<file path="config.mk">
export PLATFORM = sky130hd
export DESIGN_NAME = tap_event_detector
export DESIGN_NICKNAME = d
export VERILOG_FILES = /design/src/rtl/tap_pkg.sv /design/src/rtl/slope_axis.sv /design/src/rtl/tap_event_detector.sv
export SDC_FILE = /design/constraint.sdc
export NUM_CORES = 1
export LEC_CHECK = 0
export BUFFER_PORTS_ARGS = -buffer_cell sky130_fd_sc_hd__buf_2
export CAP_MARGIN = 40
export CORE_ASPECT_RATIO = 0.7
export CORE_MARGIN = 3
export CORE_UTILIZATION = 55
export DETAILED_ROUTE_END_ITERATION = 7
export PLACE_DENSITY = 0.81
export SYNTH_ARGS = -nofsm -noshare
export SYNTH_HDL_FRONTEND = slang
export SYNTH_SLANG_ARGS = --single-unit
</file>
<file path="constraint.sdc">
create_clock -name clk_sys -period 6.6 [get_ports clk_sys]
set_input_delay 0.33 -clock clk_sys [delete_from_list [all_inputs] [get_ports clk_sys]]
set_output_delay 0.33 -clock clk_sys [all_outputs]
set_load 0.03 [all_outputs]
</file>
<file path="src/rtl/tap_pkg.sv">
// Package with register map, field layout, windows and state encodings
//Contract
//- Slope per axis is current sample minus previous sample, halved.
//- Single tap: slope exceeds threshold, returns below before shock window ends.
//- Without latching the tap interrupt stays high exactly the quiet window.
//- With latching the tap interrupt stays high until the report is read.
//- Mode bit 0 gives single taps only; 1 gives single and double.
//- Second tap starts only after quiet window, before latency window expires.
//- Second tap must fall below threshold within shock; then double-tap fires.
//- Any over-threshold slope in the quiet window cancels double-tap recognition.
//- Latency window starts right after the first tap's quiet window.
//- Only axes with their enable bit set take part in recognition.
//- Five-bit threshold compared with slope magnitude of either sign.
//- Shock field 0 gives 4 samples, else N times 8 samples.
//- Quiet field 0 gives 2 samples, else N times 4 samples.
//- Latency field 0 gives 16 samples, else N times 32 samples.
//- Single and double tap reach pin one only through own routing bits.
//- Inactivity state suppresses all tap interrupts.
//- Report: b7 zero, b6 any, b5 single, b4 double, b3 sign, b2..b0 axes.
//- Sign bit is 0 for positive, 1 for negative tap acceleration.
//- Latching applies to single taps in mode 0, double taps in mode 1.
//- Latching without pin routing has no effect; interrupt acts non-latched.
//- Inactivity means slow forced rate; the rate setting stays unchanged.
package tap_pkg;
   localparam logic [7:0] ADDR_CTRL_THREE = 8'h22;
   localparam logic [7:0] ADDR_ROUTING = 8'h23;
   localparam logic [7:0] ADDR_KNOCK_THS = 8'h30;
   localparam logic [7:0] ADDR_TIMING = 8'h33;
   localparam logic [7:0] ADDR_ACT_CFG = 8'h34;
   localparam logic [7:0] ADDR_REPORT = 8'h38;
   // control_three fields
   localparam int LATCH_BIT = 2;
   localparam int AXIS_EN_LSB = 3;
   // pin1_routing_control fields
   localparam int TWO_ROUTE_BIT = 3;
   localparam int ONE_ROUTE_BIT = 6;
   // activity_threshold_config mode bit
   localparam int DOUBLE_MODE_BIT = 7;
   // tap_window_timing fields
   localparam int SHOCK_LSB = 0;
   localparam int QUIET_LSB = 2;
   localparam int GAP_LSB = 4;
   localparam logic [7:0] RESET_VAL = 8'h00;
   // Window scaling
   localparam int SHOCK_ZERO = 4;
   localparam int SHOCK_STEP = 8;
   localparam int QUIET_ZERO = 2;
   localparam int QUIET_STEP = 4;
   localparam int GAP_ZERO = 16;
   localparam int GAP_STEP = 32;
   localparam int CNT_W = 10;

   typedef enum logic [2:0] {
      ST_IDLE = 3'b000,
      ST_SHOCK1 = 3'b001,
      ST_QUIET = 3'b010,
      ST_GAP = 3'b011,
      ST_SHOCK2 = 3'b100,
      ST_HOLD = 3'b101
   } tap_state_e;

   typedef struct packed {
      logic [2:0] axisEn;
      logic latchEn;
      logic oneRoute;
      logic twoRoute;
      logic doubleMode;
      logic [4:0] threshold;
      logic [1:0] shock;
      logic [1:0] quiet;
      logic [3:0] gap;
   } tap_cfg_s;

   typedef struct packed {
      logic [2:0] over;
      logic [2:0] neg;
   } slope_flags_s;
endpackage

</file>
<file path="src/rtl/slope_axis.sv">
// Slope and threshold comparison for one axis
`timescale 1ns/10ps
module slope_axis #(
   parameter int DW = 16
) (
   input wire logic clk_sys,
   input wire logic reset,
   input wire logic sampleValid,
   input wire logic signed [DW-1:0] sample,
   input wire logic [4:0] threshold,
   output logic over,
   output logic neg
);
   logic signed [DW-1:0] prev_r, prev_nxt;
   logic signed [DW:0] diff;
   logic signed [DW:0] slope;
   logic [DW:0] mag;
   logic [DW:0] thsScaled;

   always_comb begin
      diff = DW'(0) + {sample[DW-1], sample} - {prev_r[DW-1], prev_r};
      slope = diff >>> 1;
      mag = slope[DW] ? (DW+1)'(-slope) : slope;
      // One step is full scale over 32
      thsScaled = (DW+1)'({threshold, {(DW-6){1'b0}}});
      over = sampleValid && (mag > thsScaled);
      neg = slope[DW];
      prev_nxt = sampleValid ? sample : prev_r;
   end

   always_ff @(posedge clk_sys or posedge reset) begin
      if (reset) begin
         prev_r <= '0;
      end else begin
         prev_r <= prev_nxt;
      end
   end
endmodule

</file>
<file path="src/rtl/tap_event_detector.sv">
// Single and double tap recognition with register port and pin one output
//
// Our own choice: the address-and-strobe port.
`timescale 1ns/10ps
module tap_event_detector #(
   parameter int DW = 16
) (
   input wire logic clk_sys,
   input wire logic reset,
   input wire logic [7:0] regAddr,
   input wire logic [7:0] regWrData,
   input wire logic regWrite,
   input wire logic regRead,
   output logic [7:0] regRdData,
   input wire logic sampleValid,
   input wire logic signed [DW-1:0] accelX,
   input wire logic signed [DW-1:0] accelY,
   input wire logic signed [DW-1:0] accelZ,
   input wire logic inactive,
   output logic interrupt_pin_one
);
   logic [7:0] control_three_r, control_three_nxt;
   logic [7:0] pin1_routing_control_r, pin1_routing_control_nxt;
   logic [7:0] knock_slope_threshold_r, knock_slope_threshold_nxt;
   logic [7:0] tap_window_timing_r, tap_window_timing_nxt;
   logic [7:0] activity_threshold_config_r, activity_threshold_config_nxt;
   logic [7:0] tap_event_report_r, tap_event_report_nxt;
   logic [7:0] rdData_r, rdData_nxt;
   tap_pkg::tap_cfg_s cfg;
   tap_pkg::slope_flags_s flags;
   logic [2:0] overEn;
   logic anyOver;
   logic [2:0] axisSeen_r, axisSeen_nxt;
   logic signSeen_r, signSeen_nxt;
   tap_pkg::tap_state_e state_r, state_nxt;
   logic [tap_pkg::CNT_W-1:0] cnt_r, cnt_nxt;
   logic [tap_pkg::CNT_W-1:0] pulseCnt_r, pulseCnt_nxt;
   logic pulseOne_r, pulseOne_nxt;
   logic pulseTwo_r, pulseTwo_nxt;
   logic latchOne_r, latchOne_nxt;
   logic latchTwo_r, latchTwo_nxt;
   logic [tap_pkg::CNT_W-1:0] shockLen, quietLen, gapLen;
   logic singleEvt, doubleEvt;
   logic reportRead;
   logic latchActive;
   logic pin_r, pin_nxt;

   function automatic logic [tap_pkg::CNT_W-1:0] winLen(input logic [3:0] field,
         input int zeroLen, input int step);
      logic [tap_pkg::CNT_W-1:0] r;
      if (field == 4'h0) begin
         r = tap_pkg::CNT_W'(zeroLen);
      end else begin
         r = tap_pkg::CNT_W'(int'(field) * step);
      end
      return r;
   endfunction

   // Report order puts X in the top axis bit
   function automatic logic [2:0] axisOrder(input logic [2:0] hits);
      return {hits[0], hits[1], hits[2]};
   endfunction

   // Negative on any triggering axis
   function automatic logic anyNeg(input logic [2:0] hits, input logic [2:0] negs);
      return |(hits & negs);
   endfunction

   always_comb begin
      cfg.axisEn = control_three_r[tap_pkg::AXIS_EN_LSB +: 3];
      cfg.latchEn = control_three_r[tap_pkg::LATCH_BIT];
      cfg.oneRoute = pin1_routing_control_r[tap_pkg::ONE_ROUTE_BIT];
      cfg.twoRoute = pin1_routing_control_r[tap_pkg::TWO_ROUTE_BIT];
      cfg.doubleMode = activity_threshold_config_r[tap_pkg::DOUBLE_MODE_BIT];
      cfg.threshold = knock_slope_threshold_r[4:0];
      cfg.shock = tap_window_timing_r[tap_pkg::SHOCK_LSB +: 2];
      cfg.quiet = tap_window_timing_r[tap_pkg::QUIET_LSB +: 2];
      cfg.gap = tap_window_timing_r[tap_pkg::GAP_LSB +: 4];
      shockLen = winLen({2'b00, cfg.shock}, tap_pkg::SHOCK_ZERO, tap_pkg::SHOCK_STEP);
      quietLen = winLen({2'b00, cfg.quiet}, tap_pkg::QUIET_ZERO, tap_pkg::QUIET_STEP);
      gapLen = winLen(cfg.gap, tap_pkg::GAP_ZERO, tap_pkg::GAP_STEP);
   end

   // Axis slope units
   genvar g;
   generate
      for (g = 0; g < 3; g++) begin : gAxis
         logic signed [DW-1:0] smp;
         assign smp = (g == 0) ? accelX : ((g == 1) ? accelY : accelZ);
         slope_axis #(.DW(DW)) uAxis (
            .clk_sys(clk_sys),
            .reset(reset),
            .sampleValid(sampleValid),
            .sample(smp),
            .threshold(cfg.threshold),
            .over(flags.over[g]),
            .neg(flags.neg[g])
         );
      end
   endgenerate

   assign overEn = flags.over & cfg.axisEn;
   assign anyOver = |overEn;
   assign reportRead = regRead && (regAddr == tap_pkg::ADDR_REPORT);
   // Latch only counts when the routed event matches the mode
   assign latchActive = cfg.latchEn &&
      (cfg.doubleMode ? cfg.twoRoute : cfg.oneRoute);

   // Tap state machine, stepped per sample
   always_comb begin
      state_nxt = state_r;
      cnt_nxt = cnt_r;
      axisSeen_nxt = axisSeen_r;
      signSeen_nxt = signSeen_r;
      singleEvt = 1'b0;
      doubleEvt = 1'b0;
      if (sampleValid) begin
         case (state_r)
            tap_pkg::ST_IDLE: begin
               if (anyOver && !inactive) begin
                  state_nxt = tap_pkg::ST_SHOCK1;
                  cnt_nxt = tap_pkg::CNT_W'(1);
                  axisSeen_nxt = axisOrder(overEn);
                  signSeen_nxt = anyNeg(overEn, flags.neg);
               end
            end
            tap_pkg::ST_SHOCK1: begin
               if (!anyOver) begin
                  singleEvt = 1'b1;
                  state_nxt = cfg.doubleMode ? tap_pkg::ST_QUIET : tap_pkg::ST_HOLD;
                  cnt_nxt = '0;
               end else if (cnt_r >= shockLen) begin
                  state_nxt = tap_pkg::ST_HOLD;
                  cnt_nxt = '0;
               end else begin
                  cnt_nxt = cnt_r + tap_pkg::CNT_W'(1);
               end
            end
            tap_pkg::ST_QUIET: begin
               if (anyOver) begin
                  state_nxt = tap_pkg::ST_HOLD;
               end else if (cnt_r + tap_pkg::CNT_W'(1) >= quietLen) begin
                  state_nxt = tap_pkg::ST_GAP;
                  cnt_nxt = '0;
               end else begin
                  cnt_nxt = cnt_r + tap_pkg::CNT_W'(1);
               end
            end
            tap_pkg::ST_GAP: begin
               if (anyOver) begin
                  state_nxt = tap_pkg::ST_SHOCK2;
                  cnt_nxt = tap_pkg::CNT_W'(1);
                  axisSeen_nxt = axisOrder(overEn);
                  signSeen_nxt = anyNeg(overEn, flags.neg);
               end else if (cnt_r + tap_pkg::CNT_W'(1) >= gapLen) begin
                  state_nxt = tap_pkg::ST_IDLE;
               end else begin
                  cnt_nxt = cnt_r + tap_pkg::CNT_W'(1);
               end
            end
            tap_pkg::ST_SHOCK2: begin
               if (!anyOver) begin
                  doubleEvt = 1'b1;
                  state_nxt = tap_pkg::ST_IDLE;
               end else if (cnt_r >= shockLen) begin
                  state_nxt = tap_pkg::ST_HOLD;
               end else begin
                  cnt_nxt = cnt_r + tap_pkg::CNT_W'(1);
               end
            end
            tap_pkg::ST_HOLD: begin
               // Wait for the slope to settle before rearming
               if (!anyOver) begin
                  state_nxt = tap_pkg::ST_IDLE;
               end
            end
            default: state_nxt = tap_pkg::ST_IDLE;
         endcase
         if (inactive) begin
            state_nxt = tap_pkg::ST_IDLE;
            singleEvt = 1'b0;
            doubleEvt = 1'b0;
         end
      end
   end

   // Interrupt pulses and latches
   always_comb begin
      pulseOne_nxt = pulseOne_r;
      pulseTwo_nxt = pulseTwo_r;
      pulseCnt_nxt = pulseCnt_r;
      latchOne_nxt = latchOne_r && !reportRead;
      latchTwo_nxt = latchTwo_r && !reportRead;
      if (sampleValid && (pulseOne_r || pulseTwo_r)) begin
         if (pulseCnt_r + tap_pkg::CNT_W'(1) >= quietLen) begin
            pulseOne_nxt = 1'b0;
            pulseTwo_nxt = 1'b0;
            pulseCnt_nxt = '0;
         end else begin
            pulseCnt_nxt = pulseCnt_r + tap_pkg::CNT_W'(1);
         end
      end
      if (singleEvt) begin
         if (latchActive && !cfg.doubleMode) begin
            latchOne_nxt = 1'b1;
         end else begin
            pulseOne_nxt = 1'b1;
            pulseCnt_nxt = '0;
         end
      end
      if (doubleEvt) begin
         if (latchActive && cfg.doubleMode) begin
            latchTwo_nxt = 1'b1;
         end else begin
            pulseTwo_nxt = 1'b1;
            pulseCnt_nxt = '0;
         end
      end
      if (inactive) begin
         pulseOne_nxt = 1'b0;
         pulseTwo_nxt = 1'b0;
      end
      pin_nxt = (cfg.oneRoute && (pulseOne_nxt || latchOne_nxt)) ||
         (cfg.twoRoute && (pulseTwo_nxt || latchTwo_nxt));
      if (inactive) begin
         pin_nxt = 1'b0;
      end
   end

   // Report register: new event wins over the read clear
   always_comb begin
      tap_event_report_nxt = tap_event_report_r;
      if (reportRead) begin
         tap_event_report_nxt = tap_pkg::RESET_VAL;
      end
      if (singleEvt || doubleEvt) begin
         tap_event_report_nxt = {1'b0, 1'b1, singleEvt, doubleEvt, signSeen_r,
            axisSeen_r};
      end
   end

   // Register port
   always_comb begin
      control_three_nxt = control_three_r;
      pin1_routing_control_nxt = pin1_routing_control_r;
      knock_slope_threshold_nxt = knock_slope_threshold_r;
      tap_window_timing_nxt = tap_window_timing_r;
      activity_threshold_config_nxt = activity_threshold_config_r;
      rdData_nxt = 8'h00;
      if (regWrite) begin
         if (regAddr == tap_pkg::ADDR_CTRL_THREE) begin
            control_three_nxt = regWrData;
         end else if (regAddr == tap_pkg::ADDR_ROUTING) begin
            pin1_routing_control_nxt = regWrData;
         end else if (regAddr == tap_pkg::ADDR_KNOCK_THS) begin
            knock_slope_threshold_nxt = regWrData;
         end else if (regAddr == tap_pkg::ADDR_TIMING) begin
            tap_window_timing_nxt = regWrData;
         end else if (regAddr == tap_pkg::ADDR_ACT_CFG) begin
            activity_threshold_config_nxt = regWrData;
         end
      end
      if (regRead) begin
         if (regAddr == tap_pkg::ADDR_CTRL_THREE) begin
            rdData_nxt = control_three_r;
         end else if (regAddr == tap_pkg::ADDR_ROUTING) begin
            rdData_nxt = pin1_routing_control_r;
         end else if (regAddr == tap_pkg::ADDR_KNOCK_THS) begin
            rdData_nxt = knock_slope_threshold_r;
         end else if (regAddr == tap_pkg::ADDR_TIMING) begin
            rdData_nxt = tap_window_timing_r;
         end else if (regAddr == tap_pkg::ADDR_ACT_CFG) begin
            rdData_nxt = activity_threshold_config_r;
         end else if (regAddr == tap_pkg::ADDR_REPORT) begin
            rdData_nxt = tap_event_report_r;
         end
      end
   end

   always_ff @(posedge clk_sys or posedge reset) begin
      if (reset) begin
         control_three_r <= tap_pkg::RESET_VAL;
         pin1_routing_control_r <= tap_pkg::RESET_VAL;
         knock_slope_threshold_r <= tap_pkg::RESET_VAL;
         tap_window_timing_r <= tap_pkg::RESET_VAL;
         activity_threshold_config_r <= tap_pkg::RESET_VAL;
         tap_event_report_r <= tap_pkg::RESET_VAL;
         rdData_r <= 8'h00;
         state_r <= tap_pkg::ST_IDLE;
         cnt_r <= '0;
         axisSeen_r <= 3'h0;
         signSeen_r <= 1'b0;
         pulseCnt_r <= '0;
         pulseOne_r <= 1'b0;
         pulseTwo_r <= 1'b0;
         latchOne_r <= 1'b0;
         latchTwo_r <= 1'b0;
         pin_r <= 1'b0;
      end else begin
         control_three_r <= control_three_nxt;
         pin1_routing_control_r <= pin1_routing_control_nxt;
         knock_slope_threshold_r <= knock_slope_threshold_nxt;
         tap_window_timing_r <= tap_window_timing_nxt;
         activity_threshold_config_r <= activity_threshold_config_nxt;
         tap_event_report_r <= tap_event_report_nxt;
         rdData_r <= rdData_nxt;
         state_r <= state_nxt;
         cnt_r <= cnt_nxt;
         axisSeen_r <= axisSeen_nxt;
         signSeen_r <= signSeen_nxt;
         pulseCnt_r <= pulseCnt_nxt;
         pulseOne_r <= pulseOne_nxt;
         pulseTwo_r <= pulseTwo_nxt;
         latchOne_r <= latchOne_nxt;
         latchTwo_r <= latchTwo_nxt;
         pin_r <= pin_nxt;
      end
   end

   assign regRdData = rdData_r;
   assign interrupt_pin_one = pin_r;
endmodule

</file>
# Word level (Yosys, flattened, before mapping)
# Cells that the tools add are included.
[word_totals]
in_bits = 70
ff_bits = 136
[op_classes]
add_sub_neg = 8
reduce_logical = 38
n_lt_le_gt_ge = 7
mux = 72
bitwise = 6
n_eq_ne = 21
[op_table]
columns = ["op", "n"]
rows = [
  ["10-bit 2-to-1 mux", 15],
  ["8-bit 2-to-1 mux", 9],
  ["17-bit by 15-bit greater-than comparator with 1-bit output", 3],
  ["17-bit 2-to-1 mux", 3],
  ["16-bit negation with 17-bit output", 3],
  ["16-bit by 16-bit subtractor with 17-bit output", 3],
  ["10-bit case mux with 5 select lines", 1],
  ["8-bit by 6-bit equality test with 1-bit output, second input constant", 6],
  ["10-bit >= comparator", 4],
  ["3-bit 2-to-1 mux", 13],
  ["1-bit 2-to-1 mux", 25],
  ["10-bit by 1-bit adder with 10-bit output, second input constant", 2],
  ["3-bit case mux with 6 select lines", 1],
  ["1-bit logical AND", 13],
  ["2-bit inequality test, second input constant", 5],
  ["5-bit AND reduction", 2],
  ["9-bit 2-to-1 mux", 1],
  ["3-bit inequality test, second input constant", 3],
  ["4-bit inequality test, second input constant", 2],
  ["4-bit AND reduction", 2],
  ["7-bit AND reduction", 1],
  ["3-bit bitwise AND", 2],
  ["3-bit by 2-bit equality test with 1-bit output, second input constant", 2],
  ["3-bit equality test, second input constant", 2],
  ["other kinds (17)", 29],
]

# Longest topological paths before layout
[logic_depth]
ltp_word = 17
mapped_depth = 27

# By module
# Synthesis repeated with hierarchy kept, for this count alone.
[hier_totals]
cells_unflattened = 1245
hier_area_um2 = 10862.9
[modules_own_cells]
columns = ["mod", "seq_area_each_um2", "cells_per_inst", "area_each_um2", "n_inst"]
rows = [
  ["tap_event_detector", 2177.1, 500, 4964.8, 1],
  ["slope_axis (gAxis[0].uAxis ...)", 400.4, 249, 1964.4, 2],
  ["slope_axis (gAxis[1].uAxis)", 400.4, 247, 1969.4, 1],
]

# Worst setup path before layout
# OpenSTA, ideal clock, no wires.
[synth_path]
kind = "reg2reg"
start = "register gAxis[1].uAxis.prev_r[9]"
end = "register cnt_r[8] (netlist bit)"
path_slack_ns = 1.072
path_stages_with_launch = 24
setup_time_ns = 0.125
arrival_ns = 5.403
required_time_ns = 6.475
path_cell_list = "dfrtp_1 -> inv_1 -> ha_1 -> clkbuf_1 -> and2_1 -> a221o_1 -> o21ai_0 -> nor3b_1 -> xnor2_1 -> or4_1 -> and2_1 -> xnor2_1 -> ha_1 -> nand4_1 -> nor3_1 -> nor4b_1 -> a41oi_1 -> nor3b_1 -> mux2_2 -> o32a_1 -> nand2_1 -> or4_1 -> o2111ai_2 -> mux2_2"
[synth_via]
elab_chain_len = 10
elab_cells_between_ends = 16
cone_classes = "add/sub (2); order compare (1); eq/ne (4); mux (4); bitwise (1); reduce/logical (4)"
[synth_lines]
columns = ["element", "line", "rtl"]
rows = [
  ["from (decl)", "slope_axis.sv:14", "logic signed [DW-1:0] prev_r, prev_nxt;"],
  ["from (signal assigned)", "slope_axis.sv:35", "prev_r <= prev_nxt;"],
  ["16-bit by 16-bit subtractor with 17-bit output (*)", "slope_axis.sv:21", "diff = DW'(0) + {sample[DW-1], sample} - {prev_r[DW-1], prev_r};"],
  ["16-bit negation with 17-bit output", "slope_axis.sv:23", "mag = slope[DW] ? (DW+1)'(-slope) : slope;"],
  ["17-bit 2-to-1 mux (*)", "slope_axis.sv:23", ""],
  ["17-bit by 15-bit greater-than comparator with 1-bit output (*)", "slope_axis.sv:26", "over = sampleValid && (mag > thsScaled);"],
  ["1-bit logical AND (*)", "slope_axis.sv:26", ""],
  ["3-bit bitwise AND (*)", "tap_event_detector.sv:102", "assign overEn = flags.over & cfg.axisEn;"],
  ["3-bit OR reduction (*)", "tap_event_detector.sv:103", "assign anyOver = |overEn;"],
  ["1-bit logical AND", "tap_event_detector.sv:120", "if (anyOver && !inactive) begin"],
  ["2-bit inequality test (no line)", "--", ""],
  ["7-bit AND reduction (no line)", "--", ""],
  ["to (signal assigned)", "tap_event_detector.sv:308", "cnt_r <= cnt_nxt;"],
  ["to (decl)", "tap_event_detector.sv:36", "logic [tap_pkg::CNT_W-1:0] cnt_r, cnt_nxt;"],
]
# Every way passes the cells marked *; elsewhere a longest branch is shown, timed or not.
# A chain may end at the register's enable or synchronous reset.

# Worst setup path after layout
[layout_path]
start = "register gAxis[1].uAxis.prev_r[0]"
end = "register cnt_r[8] (netlist bit)"
# Same word-level chain as after synthesis.

==> metrics.txt <==
# TYPE chip_impl_metric gauge
chip_impl_info{name="min_path_type",value="input pin to async pin"} 1
chip_impl_metric{name="max_slew_margin",unit="%"} 39.00
chip_impl_info{name="timing.critical_path.to",value="cnt_r[8]"} 1
chip_impl_metric{name="postLayoutCellArea",unit="mm²"} 0.01168
chip_impl_metric{name="finalMaxSlewViolations",unit=""} 0
chip_impl_metric{name="timing.critical_path.required",unit="ns"} 6.92
chip_impl_metric{name="numPortBuffers",unit=""} 78
chip_impl_info{name="path_delay_family",value="simple AND/OR/NAND/NOR gates"} 1
chip_impl_metric{name="final_net_count",unit=""} 1447
chip_impl_metric{name="detailed_place.area",unit="mm²"} 0.01102
chip_impl_metric{name="slowest_stage_delay_on_critical_path",unit="ns"} 0.58
chip_impl_metric{name="fillers",unit=""} 1522
chip_impl_metric{name="layout.area.seq",unit="mm²"} 0.003378
chip_impl_metric{name="num_vias",unit=""} 9353
chip_impl_metric{name="max_cap_viol_count",unit=""} 0
chip_impl_metric{name="max-clock-path-buffers",unit=""} 2
chip_impl_metric{name="multi_input_area",unit="mm²"} 0.006579
chip_impl_info{name="grt_setup_unrepaired",value="yes"} 1
chip_impl_metric{name="worst_ep_arrival_time",unit="ns"} 6.46
chip_impl_metric{name="grt_antenna_before_repair",unit=""} 0
chip_impl_metric{name="postSynthCellCount",unit=""} 1233
chip_impl_metric{name="power.combinational.fraction",unit="%"} 36.6
chip_impl_metric{name="global_route.overflow_total",unit=""} 0
chip_impl_metric{name="proportion_of_power_drawn_by_the_clock_network",unit="%"} 31.8
chip_impl_metric{name="cts_num_sinks",unit=""} 135
chip_impl_metric{name="clk_latency",unit="ns"} 0.44
chip_impl_metric{name="finalCriticalPeriod",unit="ns"} 6.143
chip_impl_metric{name="ir_drop",unit="µV"} 162.2
chip_impl_metric{name="ys_ff_latch",unit=""} 135
chip_impl_metric{name="yosysWarnings",unit=""} 0
chip_impl_metric{name="groute.usage.overall",unit="%"} 25.17
chip_impl_metric{name="initial_utilization",unit="%"} 57.13
chip_impl_metric{name="hpwl",unit="µm"} 18700
chip_impl_metric{name="post-route-worst-setup-slack",unit="ns"} 0.4572
chip_impl_info{name="worstSetupStartpointType",value="flip-flop"} 1
chip_impl_info{name="dominantRegCellSynth",value="dfrtp_1"} 1
chip_impl_metric{name="timing.final.crit_share",unit="%"} 93.07
chip_impl_metric{name="timing.reg2reg.setup_slack",unit="ns"} 0.46
chip_impl_metric{name="cts_hold_buf",unit=""} 0
chip_impl_info{name="reg2reg_to",value="cnt_r[8]"} 1
chip_impl_metric{name="hold_slack",unit="ns"} 0.03221
chip_impl_info{name="clockRootBuffer",value="clkbuf_16"} 1
chip_impl_metric{name="postRouteAntennaNets",unit=""} 0
chip_impl_metric{name="synth_nets",unit=""} 1386
chip_impl_metric{name="htreeDepth",unit=""} 4
chip_impl_metric{name="synth_area",unit="mm²"} 0.01046
chip_impl_metric{name="grt_pass1_vias",unit=""} 8630
chip_impl_info{name="netlist_top_cells_count",value="nand2_1 (145), dfrtp_1 (135), o21ai_0 (101), inv_1 (89), ha_1 (80)"} 1
chip_impl_metric{name="async_flop_share",unit="%"} 100.0
chip_impl_metric{name="core_area",unit="mm²"} 0.01831
chip_impl_metric{name="clk_pin_slew_worst_paths",unit="ns"} 0.07
chip_impl_metric{name="rows",unit=""} 41
chip_impl_metric{name="number_of_distinct_library_cell_variants_in_the_gate_level_netlist_after_synthesis",unit=""} 84
chip_impl_metric{name="final_hold_viol_count",unit=""} 0
chip_impl_info{name="crit_path_start",value="gAxis[1].uAxis.prev_r[0]"} 1
chip_impl_metric{name="remaining_drc_errors",unit=""} 0
chip_impl_info{name="critical_path.reg2reg.startpoint",value="gAxis[1].uAxis.prev_r[0]"} 1
chip_impl_info{name="outcome",value="complete, no violations"} 1
chip_impl_info{name="yosysMostFrequentCell",value="nand2_1"} 1
chip_impl_metric{name="final.setup.tns",unit="ns"} 0
chip_impl_metric{name="number_of_endpoints_failing_setup_at_the_final_stage",unit=""} 0
chip_impl_metric{name="synth_top_cell_area_share",unit="%"} 32.29
chip_impl_metric{name="worstMarginPinSlew",unit="ns"} 0.9150
chip_impl_info{name="path_cells",value="nor2b_2 -> fa_1 -> nand2b_1 -> a21o_1 -> a21oi_1 -> o21ai_0 -> a211oi_2 -> nand2b_1 -> or4_1 -> and2_1 -> xnor2_1 -> ha_1 -> nand4_1 -> nor3_1 -> nor4b_1 -> a41oi_1 -> nor3b_1 -> mux2_2 -> o32a_1 -> nand2_1 -> or4_1 -> o2111ai_2 -> mux2_2"} 1
chip_impl_metric{name="max_clock_freq",unit="MHz"} 162.8
chip_impl_metric{name="post_route_cells_drive_above_1_share",unit="%"} 14.77
chip_impl_metric{name="worst-r2r-cell-count",unit=""} 23
chip_impl_info{name="synth_area_leader_cell",value="dfrtp_1"} 1
chip_impl_metric{name="diodes",unit=""} 0
chip_impl_metric{name="power.internal",unit="mW"} 1.983
chip_impl_metric{name="power.switching",unit="mW"} 1.225
chip_impl_metric{name="design.die.area",unit="mm²"} 0.02074
chip_impl_metric{name="synth_enable_flop_cells",unit=""} 0
chip_impl_metric{name="initialDrtViolationCount",unit=""} 908
chip_impl_metric{name="die_w",unit="µm"} 170.9
chip_impl_info{name="cts_tree",value="yes"} 1
chip_impl_metric{name="critPathMaxFanout",unit=""} 10
chip_impl_metric{name="grt_pass1_wl",unit="µm"} 42680
chip_impl_info{name="synth.top_cells.by_area",value="dfrtp_1 (32%), ha_1 (9.6%), nand2_1 (5.2%)"} 1
chip_impl_metric{name="path_depth",unit=""} 23
chip_impl_metric{name="die-height",unit="µm"} 121.4
chip_impl_metric{name="cts_buffers",unit=""} 17
chip_impl_metric{name="p_seq_share",unit="%"} 31.6
chip_impl_info{name="cell_with_the_largest_stage_delay_on_the_worst_path",value="or4_1"} 1
chip_impl_metric{name="drt_pre_antenna_iters",unit=""} 8
chip_impl_metric{name="skew",unit="ns"} 0.01170
chip_impl_metric{name="avgViaCountPerCell",unit=""} 6.062
chip_impl_metric{name="synth-seq-area-share",unit="%"} 32.29
chip_impl_metric{name="synth.avg_cell_area",unit="µm²"} 8.485
chip_impl_metric{name="switching_share",unit="%"} 38.18
chip_impl_metric{name="gpl.final_weighted_congestion",unit=""} 0.9018
chip_impl_metric{name="power.total",unit="mW"} 3.207
chip_impl_info{name="timing.critical_path.to_type",value="flip-flop"} 1
chip_impl_metric{name="path_buf_inv",unit=""} 0
chip_impl_metric{name="area.growth.synth_to_final",unit="%"} 11.65
chip_impl_metric{name="route.detailed.wl_per_inst",unit="µm"} 16.72
chip_impl_metric{name="drt_wl_total",unit="µm"} 25800
chip_impl_metric{name="pin_count",unit=""} 79
chip_impl_metric{name="powerDensity",unit="mW/mm²"} 274.6
chip_impl_metric{name="cellLeakagePower",unit="nW"} 5.478
chip_impl_metric{name="placement.setup.worst_slack",unit="ns"} 0.3382
chip_impl_metric{name="grt_start_max_net_pins",unit=""} 77
chip_impl_info{name="timing_worst_setup_path_type",value="flip-flop to flip-flop"} 1
sequential cells by signal (all words and copies together), names as in the netlist, 3 cells and up:
register,flops
knock_slope_threshold_r,8
pulseCnt_r,10
cnt_r,10
gAxis.uAxis.prev_r,48
pin1_routing_control_r,8
control_three_r,8
tap_event_report_r,7
activity_threshold_config_r,8
axisSeen_r,3
regRdData,8
state_r,3
tap_window_timing_r,8
per-layer routing:
| metal | global-route usage (%) | vias up | part of all wire [%] |
|---|---|---|---|
| met5 | 0 | - | 0 |
| met1 | 38.50 | 4409 | 50 |
| met2 | 36.00 | 345 | 42 |
| met3 | 5.373 | 26 | 7.7 |
| li1 | - | 4573 | - |
| met4 | 6.432 | 0 | 0.99 |
power by group through the flow:
stage | combinational (mW) | clock [mW] | sequential [mW]
floorplan | 0.901 | 0 | 0.983
global placement | 1.10 | 0 | 1.02
detailed placement | 1.13 | 0 | 1.03
CTS | 1.15 | 1.03 | 1.01
global route | 1.31 | 1.07 | 1.03
finish | 1.17 | 1.02 | 1.01
kinds of logic (layout without fill, tap and decap cells):
family	after synthesis	count (layout)	share of synthesized area, %
AO/OA/AOI/OAI	337	337	20.82
adder cells (fa/ha/maj)	83	83	10.14
AND/OR/NAND/NOR	426	426	20.66
buffers and inverters	136	210	5.094
XOR/XNOR	58	58	4.855
flip-flops	135	135	32.29
multiplexers	58	58	6.135
what timing repair did:
action                     CTS  global route
setup buffers                0             2
gates resized for setup      0             6
setup endpoints to repair    0            29
worst reg2reg max path, stage by stage (launching register included):
cell	delay (ns)
dfrtp_1	0.37
nor2b_2	0.18
fa_1	0.40
nand2b_1	0.20
a21o_1	0.18
a21oi_1	0.21
o21ai_0	0.18
a211oi_2	0.30
nand2b_1	0.13
or4_1	0.44
and2_1	0.19
xnor2_1	0.12
ha_1	0.32
nand4_1	0.16
nor3_1	0.26
nor4b_1	0.27
a41oi_1	0.11
nor3b_1	0.26
mux2_2	0.20
o32a_1	0.14
nand2_1	0.19
or4_1	0.58
o2111ai_2	0.24
mux2_2	0.39
stage by stage:
step / cells / utilization (%)
after global routing: 1543 / 63.78
after detailed placement: 1509 / 60.16
final: 1543 / 63.78
after floorplan: 1233 / -
after CTS: 1541 / 63.55
after global placement: 1507 / 60.10
final cells by class:
type	instances	area share, %
tap	236	2.528
multi-input combinational	962	56.32
sequential	135	28.92
clock inverter	15	1.682
clock buffer	17	3.642
timing repair buffer	89	4.006
inverter	89	2.903
cell usage in the layout, fill, tap and decap left out, types with 19 or more instances in the layout:
cell / Yosys / routed
nor2_1: 73 / 73
nand4_1: 19 / 19
and2_1: 20 / 20
inv_1: 89 / 88
o21ai_0: 101 / 101
xnor2_1: 42 / 42
buf_2: 3 / 80
nor3_1: 21 / 21
a21o_1: 25 / 25
mux2_2: 45 / 45
nand3_1: 27 / 27
nand2_1: 145 / 145
a31oi_1: 19 / 19
a21oi_1: 69 / 68
ha_1: 80 / 80
dfrtp_1: 135 / 135
nand2b_1: 26 / 26
worst min-delay path by stage:
stage	startpoint	endpoint	slack, ns
2_1_floorplan	latchOne_r	latchOne_r	0.44
3_3_place_gp	latchOne_r	latchOne_r	0.46
3_5_place_dp	latchOne_r	latchOne_r	0.47
4_1_cts	reset	gAxis[0].uAxis.prev_r[4]	0.06
5_1_grt	reset	gAxis[0].uAxis.prev_r[4]	0.08
6_report	reset	gAxis[0].uAxis.prev_r[4]	0.03
(Power assumes the default switching activity.)
